File: src/ifd_regs.svh
`ifndef IFD_REGS_SVH
`define IFD_REGS_SVH

// Register indices; the byte address is four times the index.
`define IFD_IDX_REF23 6'h11
`define IFD_IDX_REF45 6'h12
`define IFD_IDX_REF67 6'h13
`define IFD_IDX_SYNC01 6'h14
`define IFD_IDX_SYNC28 6'h15
`define IFD_IDX_LIMIT 6'h16
`define IFD_IDX_IRQ_STAT 6'h20
`define IFD_IDX_IRQ_MASK 6'h21

// Reset values.
`define IFD_LIMIT_RST 8'h33
`define IFD_IRQ_MASK_RST 14'h0000

// Field positions.
`define IFD_LO_POS 0
`define IFD_HI_POS 4
`define IFD_FAIL_LO_POS 3
`define IFD_FAIL_HI_POS 7

// Rate code sets.
`define IFD_REF_IDLE 4'hf
`define IFD_REF_LEGAL 16'h87ff
`define IFD_SYNC_IDLE 3'h6
`define IFD_SYNC_LEGAL 8'hbf

// Interrupt status layout.
`define IFD_IRQ_W 14
`define IFD_IRQ_REF_POS 0
`define IFD_IRQ_SYNC_POS 6
`define IFD_IRQ_FAIL_POS 10

`endif

File: src/ifd_pkg.sv
package ifd_pkg;

   // Offset limit choices of a three-bit select field.
   typedef enum logic [2:0] {
      IFD_LIM_9P2_12 = 3'h0,
      IFD_LIM_40_52 = 3'h1,
      IFD_LIM_100_130 = 3'h2,
      IFD_LIM_64_83 = 3'h3,
      IFD_LIM_13P8_18 = 3'h4,
      IFD_LIM_24P6_32 = 3'h5,
      IFD_LIM_36P6_47P5 = 3'h6,
      IFD_LIM_52_67P5 = 3'h7
   } ifd_limit_t;

   // Results offered by the measurement logic, index 0 is the lowest input.
   typedef struct packed {
      logic [3:0] sync_fail;
      logic [3:0] sync_valid;
      logic [11:0] sync_code;
      logic [5:0] ref_valid;
      logic [23:0] ref_code;
   } ifd_meas_t;

   // Limit selections for references zero and one.
   typedef struct packed {
      ifd_limit_t input_one_limit_select;
      ifd_limit_t input_zero_limit_select;
   } ifd_limits_t;

endpackage

File: src/ifd_rate_field.sv
`timescale 1ns/1ps
`default_nettype none
module ifd_rate_field #(
   parameter int W = 4,
   parameter logic [W-1:0] IDLE = '1,
   parameter logic [(1<<W)-1:0] LEGAL = '1
) (
   // Clock and reset.
   input wire logic pclk,
   input wire logic presetn,
   // Measurement side.
   input wire logic meas_valid,
   input wire logic [W-1:0] meas_code,
   // Register side.
   output logic [W-1:0] code_ff,
   output logic changed
);

   logic [W-1:0] nxt_code;
   logic legal;

   // A code outside the legal set, or no valid result, shows as not detected.
   assign legal = LEGAL[meas_code];
   assign nxt_code = (meas_valid && legal) ? meas_code : IDLE;
   assign changed = (nxt_code != code_ff);

   // The field holds its not-detected code from reset until a valid result.
   always_ff @(posedge pclk or negedge presetn) begin
      if (!presetn) begin
         code_ff <= IDLE;
      end else begin
         code_ff <= nxt_code;
      end
   end

endmodule
`default_nettype wire

File: src/ifd_top.sv
// The APB register port is this design's own decision.
`timescale 1ns/1ps
`default_nettype none
`include "ifd_regs.svh"
module ifd_top #(
   parameter int ADDR_W = 8,
   parameter int N_REF = 6,
   parameter int N_SYNC = 4
) (
   // Clock and reset.
   input wire logic pclk,
   input wire logic presetn,
   // APB slave.
   input wire logic psel,
   input wire logic penable,
   input wire logic pwrite,
   input wire logic [ADDR_W-1:0] paddr,
   input wire logic [31:0] pwdata,
   input wire logic [3:0] pstrb,
   output logic [31:0] prdata,
   output logic pready,
   output logic pslverr,
   // Measurement results.
   input wire ifd_pkg::ifd_meas_t meas,
   // Limit selections and interrupt.
   output ifd_pkg::ifd_limits_t limits,
   output logic irq
);

   // Register state.
   logic [7:0] limit_ff;
   logic [7:0] nxt_limit;
   logic [`IFD_IRQ_W-1:0] irq_stat_ff;
   logic [`IFD_IRQ_W-1:0] nxt_irq_stat;
   logic [`IFD_IRQ_W-1:0] irq_mask_ff;
   logic [`IFD_IRQ_W-1:0] nxt_irq_mask;
   logic [31:0] prdata_ff;
   logic [31:0] nxt_prdata;
   logic [N_SYNC-1:0] fail_ff;
   logic [N_SYNC-1:0] nxt_fail;

   // Filtered fields and their change events.
   logic [3:0] ref_rate [N_REF];
   logic [2:0] sync_rate [N_SYNC];
   logic [N_REF-1:0] ref_chg;
   logic [N_SYNC-1:0] sync_chg;
   logic [N_SYNC-1:0] fail_rise;

   // Decoded bus signals.
   logic [ADDR_W-3:0] idx;
   logic aligned;
   logic setup_ph;
   logic access_ph;
   logic wr_acc;
   logic rd_acc;
   logic lane0;
   logic hit_ref23;
   logic hit_ref45;
   logic hit_ref67;
   logic hit_sync01;
   logic hit_sync28;
   logic hit_limit;
   logic hit_stat;
   logic hit_mask;
   logic mapped;

   // Register images as read back.
   logic [7:0] ref23_img;
   logic [7:0] ref45_img;
   logic [7:0] ref67_img;
   logic [7:0] sync01_img;
   logic [7:0] sync28_img;
   logic [7:0] limit_img;
   logic [`IFD_IRQ_W-1:0] irq_set;
   logic [`IFD_IRQ_W-1:0] irq_clr;
   logic [31:0] rd_mux;

   // One filter per reference input, legal codes and the idle code only.
   genvar gr;
   generate
      for (gr = 0; gr < N_REF; gr++) begin : g_ref
         ifd_rate_field #(
            .W(4),
            .IDLE(`IFD_REF_IDLE),
            .LEGAL(`IFD_REF_LEGAL)
         ) u_field (
            .pclk(pclk),
            .presetn(presetn),
            .meas_valid(meas.ref_valid[gr]),
            .meas_code(meas.ref_code[gr*4 +: 4]),
            .code_ff(ref_rate[gr]),
            .changed(ref_chg[gr])
         );
      end
   endgenerate

   // One filter per sync input; an unlisted code reads as not detected.
   genvar gs;
   generate
      for (gs = 0; gs < N_SYNC; gs++) begin : g_sync
         ifd_rate_field #(
            .W(3),
            .IDLE(`IFD_SYNC_IDLE),
            .LEGAL(`IFD_SYNC_LEGAL)
         ) u_field (
            .pclk(pclk),
            .presetn(presetn),
            .meas_valid(meas.sync_valid[gs]),
            .meas_code(meas.sync_code[gs*3 +: 3]),
            .code_ff(sync_rate[gs]),
            .changed(sync_chg[gs])
         );
      end
   endgenerate

   // Sync failure flags follow the monitor and flag each new failure.
   assign nxt_fail = meas.sync_fail;
   assign fail_rise = nxt_fail & ~fail_ff;

   // The monitor sits on the bus clock, so the failure level needs no synchroniser.
   always_ff @(posedge pclk or negedge presetn) begin
      if (!presetn) begin
         fail_ff <= '0;
      end else begin
         fail_ff <= nxt_fail;
      end
   end

   // Address decode; the word index is the register index.
   assign idx = paddr[ADDR_W-1:2];
   assign aligned = (paddr[1:0] == 2'h0);
   assign setup_ph = psel && !penable;
   assign access_ph = psel && penable;
   assign wr_acc = access_ph && pwrite;
   assign rd_acc = access_ph && !pwrite;
   assign lane0 = pstrb[0];

   // Register hits.
   assign hit_ref23 = aligned && (idx == `IFD_IDX_REF23);
   assign hit_ref45 = aligned && (idx == `IFD_IDX_REF45);
   assign hit_ref67 = aligned && (idx == `IFD_IDX_REF67);
   assign hit_sync01 = aligned && (idx == `IFD_IDX_SYNC01);
   assign hit_sync28 = aligned && (idx == `IFD_IDX_SYNC28);
   assign hit_limit = aligned && (idx == `IFD_IDX_LIMIT);
   assign hit_stat = aligned && (idx == `IFD_IDX_IRQ_STAT);
   assign hit_mask = aligned && (idx == `IFD_IDX_IRQ_MASK);
   assign mapped = hit_ref23 | hit_ref45 | hit_ref67 | hit_sync01 | hit_sync28 |
                   hit_limit | hit_stat | hit_mask;

   // Zero wait states; an unmapped or misaligned address answers with an error.
   assign pready = 1'b1;
   assign pslverr = access_ph && !mapped;

   // Reference registers, even input low nibble and odd input high nibble.
   assign ref23_img = {ref_rate[1], ref_rate[0]};
   assign ref45_img = {ref_rate[3], ref_rate[2]};
   assign ref67_img = {ref_rate[5], ref_rate[4]};

   // Sync registers, rate codes with the failure flag above each.
   assign sync01_img = {fail_ff[1], sync_rate[1], fail_ff[0], sync_rate[0]};
   assign sync28_img = {fail_ff[3], sync_rate[3], fail_ff[2], sync_rate[2]};

   // Reserved limit bits always read as zero.
   assign limit_img = {1'b0, limit_ff[6:4], 1'b0, limit_ff[2:0]};

   // Read multiplexer, narrow registers in the low bits.
   assign rd_mux = hit_ref23 ? {24'h000000, ref23_img} :
                   hit_ref45 ? {24'h000000, ref45_img} :
                   hit_ref67 ? {24'h000000, ref67_img} :
                   hit_sync01 ? {24'h000000, sync01_img} :
                   hit_sync28 ? {24'h000000, sync28_img} :
                   hit_limit ? {24'h000000, limit_img} :
                   hit_stat ? {18'h00000, irq_stat_ff} :
                   hit_mask ? {18'h00000, irq_mask_ff} :
                   32'h00000000;

   // Read data is captured in the setup cycle and stands through the access.
   assign nxt_prdata = (setup_ph && !pwrite) ? rd_mux : prdata_ff;
   assign prdata = prdata_ff;

   always_ff @(posedge pclk or negedge presetn) begin
      if (!presetn) begin
         prdata_ff <= 32'h00000000;
      end else begin
         prdata_ff <= nxt_prdata;
      end
   end

   // Limit register; writes to detection registers fall through unused.
   assign nxt_limit = (wr_acc && hit_limit && lane0) ?
                      {1'b0, pwdata[6:4], 1'b0, pwdata[2:0]} : limit_ff;

   always_ff @(posedge pclk or negedge presetn) begin
      if (!presetn) begin
         limit_ff <= `IFD_LIMIT_RST;
      end else begin
         limit_ff <= nxt_limit;
      end
   end

   // Limit selects drive the out-of-range monitor of references zero and one.
   assign limits.input_zero_limit_select = ifd_pkg::ifd_limit_t'(limit_ff[2:0]);
   assign limits.input_one_limit_select = ifd_pkg::ifd_limit_t'(limit_ff[6:4]);

   // Interrupt events: rate changes and new sync failures.
   assign irq_set = {fail_rise, sync_chg, ref_chg};

   // A status read clears only the bits it returned, so an event in the setup cycle survives.
   assign irq_clr = (rd_acc && hit_stat) ? prdata_ff[`IFD_IRQ_W-1:0] : '0;
   assign nxt_irq_stat = (irq_stat_ff & ~irq_clr) | irq_set;

   always_ff @(posedge pclk or negedge presetn) begin
      if (!presetn) begin
         irq_stat_ff <= '0;
      end else begin
         irq_stat_ff <= nxt_irq_stat;
      end
   end

   // Interrupt mask register, same layout as status, one enables a bit.
   assign nxt_irq_mask = (wr_acc && hit_mask && lane0 && pstrb[1]) ? pwdata[`IFD_IRQ_W-1:0] :
                         irq_mask_ff;

   always_ff @(posedge pclk or negedge presetn) begin
      if (!presetn) begin
         irq_mask_ff <= `IFD_IRQ_MASK_RST;
      end else begin
         irq_mask_ff <= nxt_irq_mask;
      end
   end

   // Level interrupt while any enabled status bit is set.
   assign irq = |(irq_stat_ff & irq_mask_ff);

endmodule
`default_nettype wire

File: config.mk
export PLATFORM = sky130hd
export DESIGN_NAME = ifd_top
export DESIGN_NICKNAME = d
export VERILOG_FILES = /design/src/ifd_pkg.sv /design/src/ifd_rate_field.sv /design/src/ifd_top.sv
export VERILOG_INCLUDE_DIRS = /design/src
export SDC_FILE = /design/constraint.sdc
export NUM_CORES = 1
export LEC_CHECK = 0
export BUFFER_PORTS_ARGS = -buffer_cell sky130_fd_sc_hd__buf_2
export CORE_MARGIN = 5
export CORE_UTILIZATION = 55
export CTS_CLUSTER_SIZE = 14
export DETAILED_ROUTE_END_ITERATION = 7
export GPL_ROUTABILITY_DRIVEN = 0
export PLACE_DENSITY = 0.92
export SLEW_MARGIN = 20
export SYNTH_ARGS = -nofsm -noshare
export SYNTH_HDL_FRONTEND = slang
export SYNTH_SLANG_ARGS = --single-unit
File: constraint.sdc
create_clock -name pclk -period 3.9 [get_ports pclk]
set_input_delay 0.195 -clock pclk [delete_from_list [all_inputs] [get_ports pclk]]
set_output_delay 0.195 -clock pclk [all_outputs]
set_load 0.005 [all_outputs]
; ---- Yosys cells after proc, flatten, opt, wreduce, memory -nomap -nowiden
; Memory sizes are Yosys's and may differ from the RTL's.
; Cells that the tools add are included.
[word_totals]
reg_bits = 106
latchBits = 0
mem_bits_rw = 0
mem_bits_ro = 128
inputBits = 99
output_inout_bits = 41
word_cells = 130
n_memories = 10
[classes]
add_sub_neg = 0
n_mul = 0
div_mod_pow = 0
order_cmp = 10
n_eq_ne = 18
shifts = 0
mux = 29
n_bitwise = 13
reduce_logical = 35
[mem_list]
columns = name, words, word_bits, rd, rd_clocked_by_memory_dff, wr, line
row1 = (no name shown), 16, 1, 1, 0, 0, ifd_rate_field.sv:23  ; assign legal = LEGAL[meas_code];
row2 = (no name shown), 16, 1, 1, 0, 0, ifd_rate_field.sv:23
row3 = (no name shown), 16, 1, 1, 0, 0, ifd_rate_field.sv:23
row4 = (no name shown), 16, 1, 1, 0, 0, ifd_rate_field.sv:23
row5 = (no name shown), 16, 1, 1, 0, 0, ifd_rate_field.sv:23
row6 = (no name shown), 16, 1, 1, 0, 0, ifd_rate_field.sv:23
row7 = 4 more memories, n/a, n/a, n/a, n/a, n/a, n/a
[ops]
columns = op, n
row1 = $mux W14, 9
row2 = $eq A6 B5 Y1 const B, 6
row3 = $logic_and A1 B1 Y1, 30
row4 = $lt A4 B5 Y1 const B, 6
row5 = $and A14 B14 Y14, 2
row6 = $mux W4, 6
row7 = $ne A4 B4 Y1, 6
row8 = $lt A3 B4 Y1 const B, 4
row9 = $not A14 Y14, 1
row10 = $or A14 B14 Y14, 1
row11 = $reduce_or A14 Y1, 1
row12 = $eq A6 B6 Y1 const B, 2
row13 = $mux W3, 4
row14 = $ne A3 B3 Y1, 4
row15 = $mux W1, 10
row16 = $or A1 B1 Y1, 7
row17 = $and A4 B4 Y4, 1
row18 = $not A4 Y4, 1
row19 = $logic_not A1 Y1, 3
row20 = $logic_not A2 Y1, 1

; ---- Longest topological paths before layout
; Gate-level depths: netlist of the first run.
[logic_depth]
ltp_word = 11
mapped_depth = 8
depth_no_buf = 5

; ---- Cells and area by module
; Synthesis of the first run repeated with hierarchy kept, for this count alone.
[hier_totals]
hier_cells = 488
area_unflattened_um2 = 4865.9
[modules_own_cells]
columns = mod, instances, cells_each, area_each_um2, seq_area_each_um2
row1 = ifd_top, 1, 322, 3054.2, 1306.3
row2 = ifd_rate_field at g_ref[0].u_field ..., 6, 21, 215.2, 105.1
row3 = ifd_rate_field at g_sync[0].u_field ..., 4, 10, 130.1, 77.6

; ---- Worst setup path after synthesis of the first run
; Ideal clock, no wire load.
[synth_timing]
kind = input port to flip-flop
startpoint = input port paddr[4]
endpoint = register irq_mask_ff[0]
setup_time_ns = 0.125
t_arrival_ns = 1.696
required_ns = 3.775
slack_ns = 2.079
cell_stages = 8
path_buffers = 3
path_cell_list = buf_6 nor3_4 nand2_1 nor2_2 and3_1 buf_2 buf_4 mux2_2
[synth_via]
elab_chain_cells = 5
[synth_rtl]
columns = item, line
row1 = start: declaration, ifd_top.sv:17  ; input wire logic [ADDR_W-1:0] paddr,
row2 = $eq A6 B6 Y1 (no source line), n/a
row3 = $logic_and A1 B1 Y1, ifd_top.sv:146  ; assign hit_mask = aligned && (idx == `IFD_IDX_IRQ_MASK);
row4 = $logic_and A1 B1 Y1 (3 in series), ifd_top.sv:221  ; assign nxt_irq_mask = (wr_acc && hit_mask && lane0 && pstrb[1]) ? pwdata[`IFD_IRQ_W-1:0] :
row5 = end signal: assignment, ifd_top.sv:226  ; irq_mask_ff <= `IFD_IRQ_MASK_RST;
row6 = end signal: assignment, ifd_top.sv:228  ; irq_mask_ff <= nxt_irq_mask;
row7 = end: declaration, ifd_top.sv:35  ; logic [`IFD_IRQ_W-1:0] irq_mask_ff;
; No other way between the ends.
; A chain may end at the register's enable or synchronous reset.

; ---- Worst setup path in the final report of the first run
[layout_timing]
startpoint = input port paddr[5]
endpoint = register irq_mask_ff[3]
; Same word-level chain as after synthesis.

==> qor.yml, run 1 <==
outcome:
  status: "completed"
detailed_routing:
  vias_per_cell: 6.15
  routed-via-count: 4287
  drt_iter0_drc: 523
  wire_per_inst_um: 18.6
  postRouteAntennaNets: 0
  drt-total-wl_mm: 12.9
  first_pass_iters: 5
  drc: 0
setup_path:
  critPathSlowestCell: "and3_1"
  worstRegToRegCells: 5
  cp.arrival_ns: 2.41
  crit_type: "input port to register"
  cp_data_required_time_ns: 4.15
  path_cells: "buf_2 > nor3b_2 > nand2_1 > nor2_2 > and3_1 > mux2_2"
  cp-start-kind: "input port"
  slowest_delay_ns: 0.69
  cp_max_fo: 14
  critPathCaptureType: "register"
hold_path:
  min_path_cells: 2
  hp-class: "input port to register"
cts:
  hold_buffers: 4
  numCtsBuffers: 9
  clk_path_buf_depth: 2
  clock_latency_ns: 0.36
  clkTransAtPathRegs_ns: 0.08
  tritoncts: "built"
  cts_num_sinks: 88
  cts-resized-gates: 0
  cts_setup_buffers: 0
  root_buffer: "clkbuf_8"
  htreeDepth: 3
finish:
  final_util_pct: 64.7
  drive_gt1_share_pct: 30.9
  diodes: 0
  syn2layout_area_growth_pct: 15.3
  finalNonFillerCells: 697
  fin_nets: 683
place:
  place_worst_setup_slack_ns: 1.43
  dp_hpwl_mm: 9.78
  port_buffers: 100
  dp.cells: 676
sta:
  setup_ws_ns: 1.74
  skew_ns: 0.00561
  rsz0062_at_grt: "false"
  worst_pin_slew_ns: 0.859
  setup_viol: 0
  period_needed_ns: 2.16
  slew_headroom_pct: 42.6
  fmax_mhz: 463
  tns_ns: 0
  finalHoldViolCount: 0
  maxSlewViolCount: 0
  min_period_over_period_pct: 55.4
global_routing:
  grt_overflow: 0
  grt_max_degree: 89
  grt_pass1_vias: 4312
  gr-usage-all-layers_pct: 23.9
  antenna_found_initial: 0
  grt_pass1_wl_mm: 21.3
yosys:
  yosysTopAreaCell: "dfrtp_1"
  yosysUniqueCellTypes: 56
  ys_ff_latch: 88
  synth_top_area_share_pct: 26.8
  async_flop_share_pct: 100
  syn_avg_cell_area_um2: 9.93
  synth_area_leaders: "dfrtp_1 (27%), dfstp_2 (20%), mux2_2 (4.9%), nand2b_1 (3.5%), buf_4 (3.1%)"
  synth_edf_count: 0
  syn_area_um2: 4850
  ys_seq_area_share_pct: 46.4
  synth_cells: 488
  synthFlopType: "dfrtp_1"
  synth_warnings: 0
power:
  p_leak_uw: 0.00245
  irDropWorstVdd_uv: 219
  power.density_nw_per_um2: 356
die:
  dieArea_um2: 10800
  fp-row-count: 34
  boundaryPins: 140
  coreArea_um2: 8640
  die_h_um: 104
  dieWidth_um: 104
  initial_core_util_pct: 56.1
job:
  maxCapViolCount: 0
==> layer usage <==
| layer | vias to the layer above | share of wire, % | routed length (um) | GRT usage, % |
|---|---|---|---|---|
| li1 | 1928 | - | - | - |
| met1 | 2039 | 40 | 5140 | 31.6 |
| met2 | 260 | 47 | 6040 | 37.8 |
| met3 | 60 | 9.6 | 1240 | 5.65 |
| met4 | 0 | 4.0 | 521 | 9.90 |
| met5 | - | 0 | 0 | 0 |
==> final timing paths <==
kind,start,end,slack (ns)
min reg2reg,irq_stat_ff[9]$_DFF_PN0_,irq_stat_ff[9]$_DFF_PN0_,0.51
min in group asynchronous,presetn,irq_mask_ff[3]$_DFFE_PN0P_,0.46
max reg2reg,g_ref[0].u_field.code_ff[3]$_DFF_PN1_,irq_stat_ff[0]$_DFF_PN0_,2.30
max in group asynchronous,presetn,irq_stat_ff[4]$_DFF_PN0_,2.92
min,meas[27],g_ref[3].u_field.code_ff[3]$_DFF_PN1_,0.02
max,paddr[5],irq_mask_ff[3]$_DFFE_PN0P_,1.74
==> area by class of cell <==
cell class | count | area, um2
fillers | 677 | 3050
multi-input cells | 369 | 2380
flip-flops and latches | 88 | 2250
repair buffers | 105 | 557
clock buffers | 13 | 181
well taps | 108 | 135
clock inverters | 3 | 45.0
inverters | 11 | 41.3
==> worst max-delay path, delay by kind of cell <==
kind | cells | cell delay (ns)
simple gates | 4 | 1.68
mux | 1 | 0.41
buf+inv | 1 | 0.11
==> state kept, by name, summed over array words and instances, names as in the netlist <==
name,count
prdata,14
irq_mask_ff,14
limit_ff,6
irq_stat_ff,14
fail_ff,4
g_ref.u_field.code_ff,24
g_sync.u_field.code_ff,12
==> power breakdown <==
| group | switching [uW] | internal, uW |
|---|---|---|
| Sequential | 44.8 | 971 |
| Clock | 323 | 375 |
| Combinational | 153 | 122 |
==> through the flow <==
| stage | hold WS [ns] | cell area, um2 | total power, uW |
|---|---|---|---|
| 2_1_floorplan | -0.101 | 4910 | 1170 |
| 3_3_place_gp | 0.326 | 5310 | 1280 |
| 3_5_place_dp | 0.325 | 5310 | 1300 |
| 4_1_cts | 0.00786 | 5570 | 1990 |
| 5_1_grt | 0.0264 | 5590 | 2070 |
| 6_report | 0.0154 | 5590 | 1990 |
==> cell usage in the layout (no fill, tap or decap), types with 13 or more instances in the layout <==
cell type  synthesis  routed
buf_2              5      99
dfrtp_1           52      52
nand2_1           40      40
dfstp_2           36      36
nor2_1            31      31
nand2b_1          27      27
a21oi_1           27      27
o21ai_0           23      23
mux2_2            21      21
conb_1             2      19
nand3_1           18      18
and2_1            13      13
==> synthesized netlist by cell type, types with 7 or more instances <==
cell type / n
a21o_1: 8
a21oi_1: 27
a221oi_1: 9
a22o_1: 9
a22oi_1: 12
and2_1: 13
and3_1: 8
buf_4: 20
clkbuf_1: 9
dfrtp_1: 52
dfstp_2: 36
inv_1: 11
mux2_2: 21
nand2_1: 40
nand2b_1: 27
nand3_1: 18
nor2_1: 31
o21ai_0: 23
xnor2_1: 12
xor2_1: 7
==> cell families after synthesis <==
logic type	share of synthesized area, %
other	0.155
and+or+nand+nor	19.2
AOI/OAI and AO/OA	19.7
muxes	5.29
buffers and inverters	5.86
DFF	46.4
xor gates and xnor gates	3.43
(Power assumes the default switching activity.)
==> inputs of run 2 (changes only) <==
ABC_AREA = 1   (was unset)
CORE_UTILIZATION = 53   (was 55)
PLACE_DENSITY = 0.89   (was 0.92)
clock period = 2.2 ns   (was 3.9 ns; I/O delays follow)
==> qor.yml, run 2 <==
finish:
  fillers: 711  # +5.0%
  layout_common_cells: "nand2_1 (156), inv_1 (103), buf_2 (99), dfrtp_1 (52), o21ai_0 (49)"
  fin_nets: 865  # +27%
  final_cell_area_um2: 6060  # +8.5%
  syn2layout_area_growth_pct: 23.8
  regMostFlops: "g_ref.u_field.code_ff"
  layout_commonest_cell: "nand2_1"
  final_util_pct: 66.5  # +1.8 points
  largest_reg_flops: 24  # unchanged
  finalNonFillerCells: 883  # +27%
  drive_gt1_share_pct: 23.7  # -7.2 points
yosys:
  syn_area_um2: 4900  # +1.0%
  yosysUniqueCellTypes: 33  # -41%
  synth_warnings: 0  # unchanged
  async_flop_share_pct: 100  # unchanged
  synthFlopType: "dfrtp_1"
  synth_cells: 617  # +26%
  ys_ff_latch: 88  # unchanged
  synth_area_leaders: "dfrtp_1 (27%), dfstp_2 (19%), nand2_1 (12%), inv_1 (7.9%), o21ai_0 (5.0%)"
  synth.top_cells.by_count: "nand2_1 (156), inv_1 (103), dfrtp_1 (52), o21ai_0 (49), nand3_1 (46)"
  yosysTopAreaCell: "dfrtp_1"
  synth_top_area_share_pct: 26.6  # -0.27 points
  synth_edf_count: 0  # unchanged
  synth.most_common_cell: "nand2_1"
  syn_avg_cell_area_um2: 7.94  # -20%
  ys_seq_area_share_pct: 45.9  # -0.47 points
global_routing:
  grt_max_degree: 47  # -47%
  grt_overflow: 0  # unchanged
  gr-usage-all-layers_pct: 22.9  # -0.94 points
  grt_pass1_wl_mm: 20.6  # -3.2%
  grt_pass1_vias: 4534  # +5.1%
  antenna_found_initial: 2  # +2
cts:
  clock_latency_ns: 0.36  # about the same
  htreeDepth: 3  # unchanged
  tritoncts: "built"
  cts-resized-gates: 0  # unchanged
  hold_buffers: 42  # +38
  clkTransAtPathRegs_ns: 0.08  # about the same
  root_buffer: "clkbuf_8"
  numCtsBuffers: 9  # unchanged
  cts_setup_buffers: 0  # unchanged
  cts_num_sinks: 88  # unchanged
  clk_path_buf_depth: 2  # unchanged
setup_path:
  worstRegToRegCells: 5  # unchanged
  r2r_setup_slack_ns: 1.00  # -1.30 ns
  cp.arrival_ns: 1.71  # -0.70 ns
  crit_type: "input port to output pin"
  cp-startpoint: "paddr[0]"
  cp_max_fo: 14  # unchanged
  timing.rr.end: "irq_stat_ff[8]$_DFF_PN0_"
  critPathCaptureType: "output pin"
  r2r_start: "g_sync[2].u_field.code_ff[2]$_DFF_PN1_"
  cp-start-kind: "input port"
  cp_data_required_time_ns: 2.09  # -2.06 ns
job:
  maxCapViolCount: 0  # unchanged
detailed_routing:
  routed-via-count: 4627  # +7.9%
  drt_iter0_drc: 390  # -25%
  vias_per_cell: 5.24  # -15%
  postRouteAntennaNets: 0  # unchanged
  first_pass_iters: 6  # +1
  drc: 0  # unchanged
  drt-total-wl_mm: 13.0  # +0.23%
  wire_per_inst_um: 14.7  # -21%
power:
  p_leak_uw: 0.00324  # +32%
  sw_frac_of_total_pct: 26.5  # +0.30 points
  irDropWorstVdd_uv: 334  # +53%
  clock_power_share_pct: 31.8  # -3.3 points
  power_frac_seq_pct: 53.8  # +2.7 points
  total_power_uw: 3230  # +62%
  power.internal_uw: 2370  # +62%
  p_sw_uw: 854  # +64%
  combPwrFrac_pct: 14.4  # +0.6 points
  power.density_nw_per_um2: 532  # +50%
place:
  dp.cells: 823  # +22%
  placed_cell_area_um2: 5450  # +2.8%
  port_buffers: 100  # unchanged
  dp_hpwl_mm: 9.81  # +0.30%
sta:
  fmax_mhz: 549
  skew_ns: 0.00724  # +0.00164 ns
  slew_headroom_pct: 63.3  # +21 points
  finalHoldViolCount: 0  # unchanged
  setup_viol: 0  # unchanged
  worst_pin_slew_ns: 0.551  # -0.308 ns
  rsz0062_at_grt: "false"
  maxSlewViolCount: 0  # unchanged
  tns_ns: 0  # unchanged
  period_needed_ns: 1.82
  min_period_over_period_pct: 82.7
die:
  fp-row-count: 35  # +2.9%
  boundaryPins: 140  # unchanged
  initial_core_util_pct: 53.8  # -2.4 points
  die_h_um: 106  # +2.2%
  dieArea_um2: 11300  # +4.4%
  coreArea_um2: 9110  # +5.5%
  dieWidth_um: 106  # +2.2%
hold_path:
  min_path_cells: 3  # +1
  holdCritStartpoint: "meas[34]"
  min_to: "g_sync[1].u_field.code_ff[1]$_DFF_PN1_"
  hp-class: "input port to register"
outcome:
  status: "completed"
[run 2: cell types whose count changed after synthesis, moves of 14 or more]
cell | previous run | this run
nand3_1 | 18 | 46
o21ai_0 | 23 | 49
a21oi_1 | 27 | 7
nand4_1 | 2 | 16
nand2_1 | 40 | 156
mux2_2 | 21 | 0
inv_1 | 11 | 103
nand2b_1 | 27 | 0
[run 2: how the worst max path moves through the flow]
stage                             endpoint  slack [ns]  depth (start not counted)
2_1_floorplan  irq_mask_ff[10]$_DFFE_PN0P_        1.02                          6
3_3_place_gp                       pslverr        0.46                         10
3_5_place_dp   irq_mask_ff[13]$_DFFE_PN0P_        0.44                          6
4_1_cts                            pslverr        0.43                         10
5_1_grt                            pslverr        0.25                         10
6_report                           pslverr        0.38                         10
[run 2: per-stage QoR]
| stage | worst slack, ns | hold slack (ns) |
|---|---|---|
| 2_1_floorplan | 1.02 | -0.186 |
| 3_3_place_gp | 0.458 | 0.128 |
| 3_5_place_dp | 0.436 | 0.134 |
| 4_1_cts | 0.432 | 0.00428 |
| 5_1_grt | 0.246 | 0.00941 |
| 6_report | 0.380 | 0.000955 |
[run 2: area by class of cell]
class                   count  area, um2  share of cell area (%)
clock inverters             3       16.3                   0.268
clock buffers              13        159                    2.62
repair buffers            146        968                    16.0
diodes                      1       2.50                  0.0413
multi-input cells         413       2120                    35.0
well taps                 111        139                    2.29
flip-flops and latches     88       2250                    37.1
inverters                 108        405                    6.69
[run 2: worst max-delay path, cell delays in order]
cell	delay [ns]
buf_2	0.11
inv_1	0.04
nand2_1	0.21
nor2_1	0.07
nand2_1	0.31
nand2_1	0.16
nor3_1	0.30
nand2_1	0.10
nor3_2	0.15
buf_2	0.15
[run 2: cells by family after synthesis]
family | after synthesis | share of synthesized area (%)
simple gates | 288 | 26.7
flops | 88 | 45.9
xor+xnor | 24 | 4.29
buf+inv | 133 | 12.1
other cells | 2 | 0.153
compound gates | 74 | 8.48
mux | 8 | 2.45
[run 2: power by group through the flow]
stage	Clock, uW	Sequential, uW	Combinational [uW]
2_1_floorplan	0	1750	239
5_1_grt	1110	1740	520
4_1_cts	1030	1740	462
3_5_place_dp	0	1770	403
3_3_place_gp	0	1760	381
6_report	1020	1740	465
[run 2: metal layers]
layer | vias up | wire length [um] | part of all wire (%) | GRT usage [%]
li1 | 2209 | - | - | -
met1 | 2147 | 4980 | 38 | 26.3
met3 | 45 | 1150 | 8.8 | 6.80
met4 | 2 | 397 | 3.1 | 8.23
met5 | - | 11 | 0.085 | 0
met2 | 224 | 6440 | 50 | 40.5
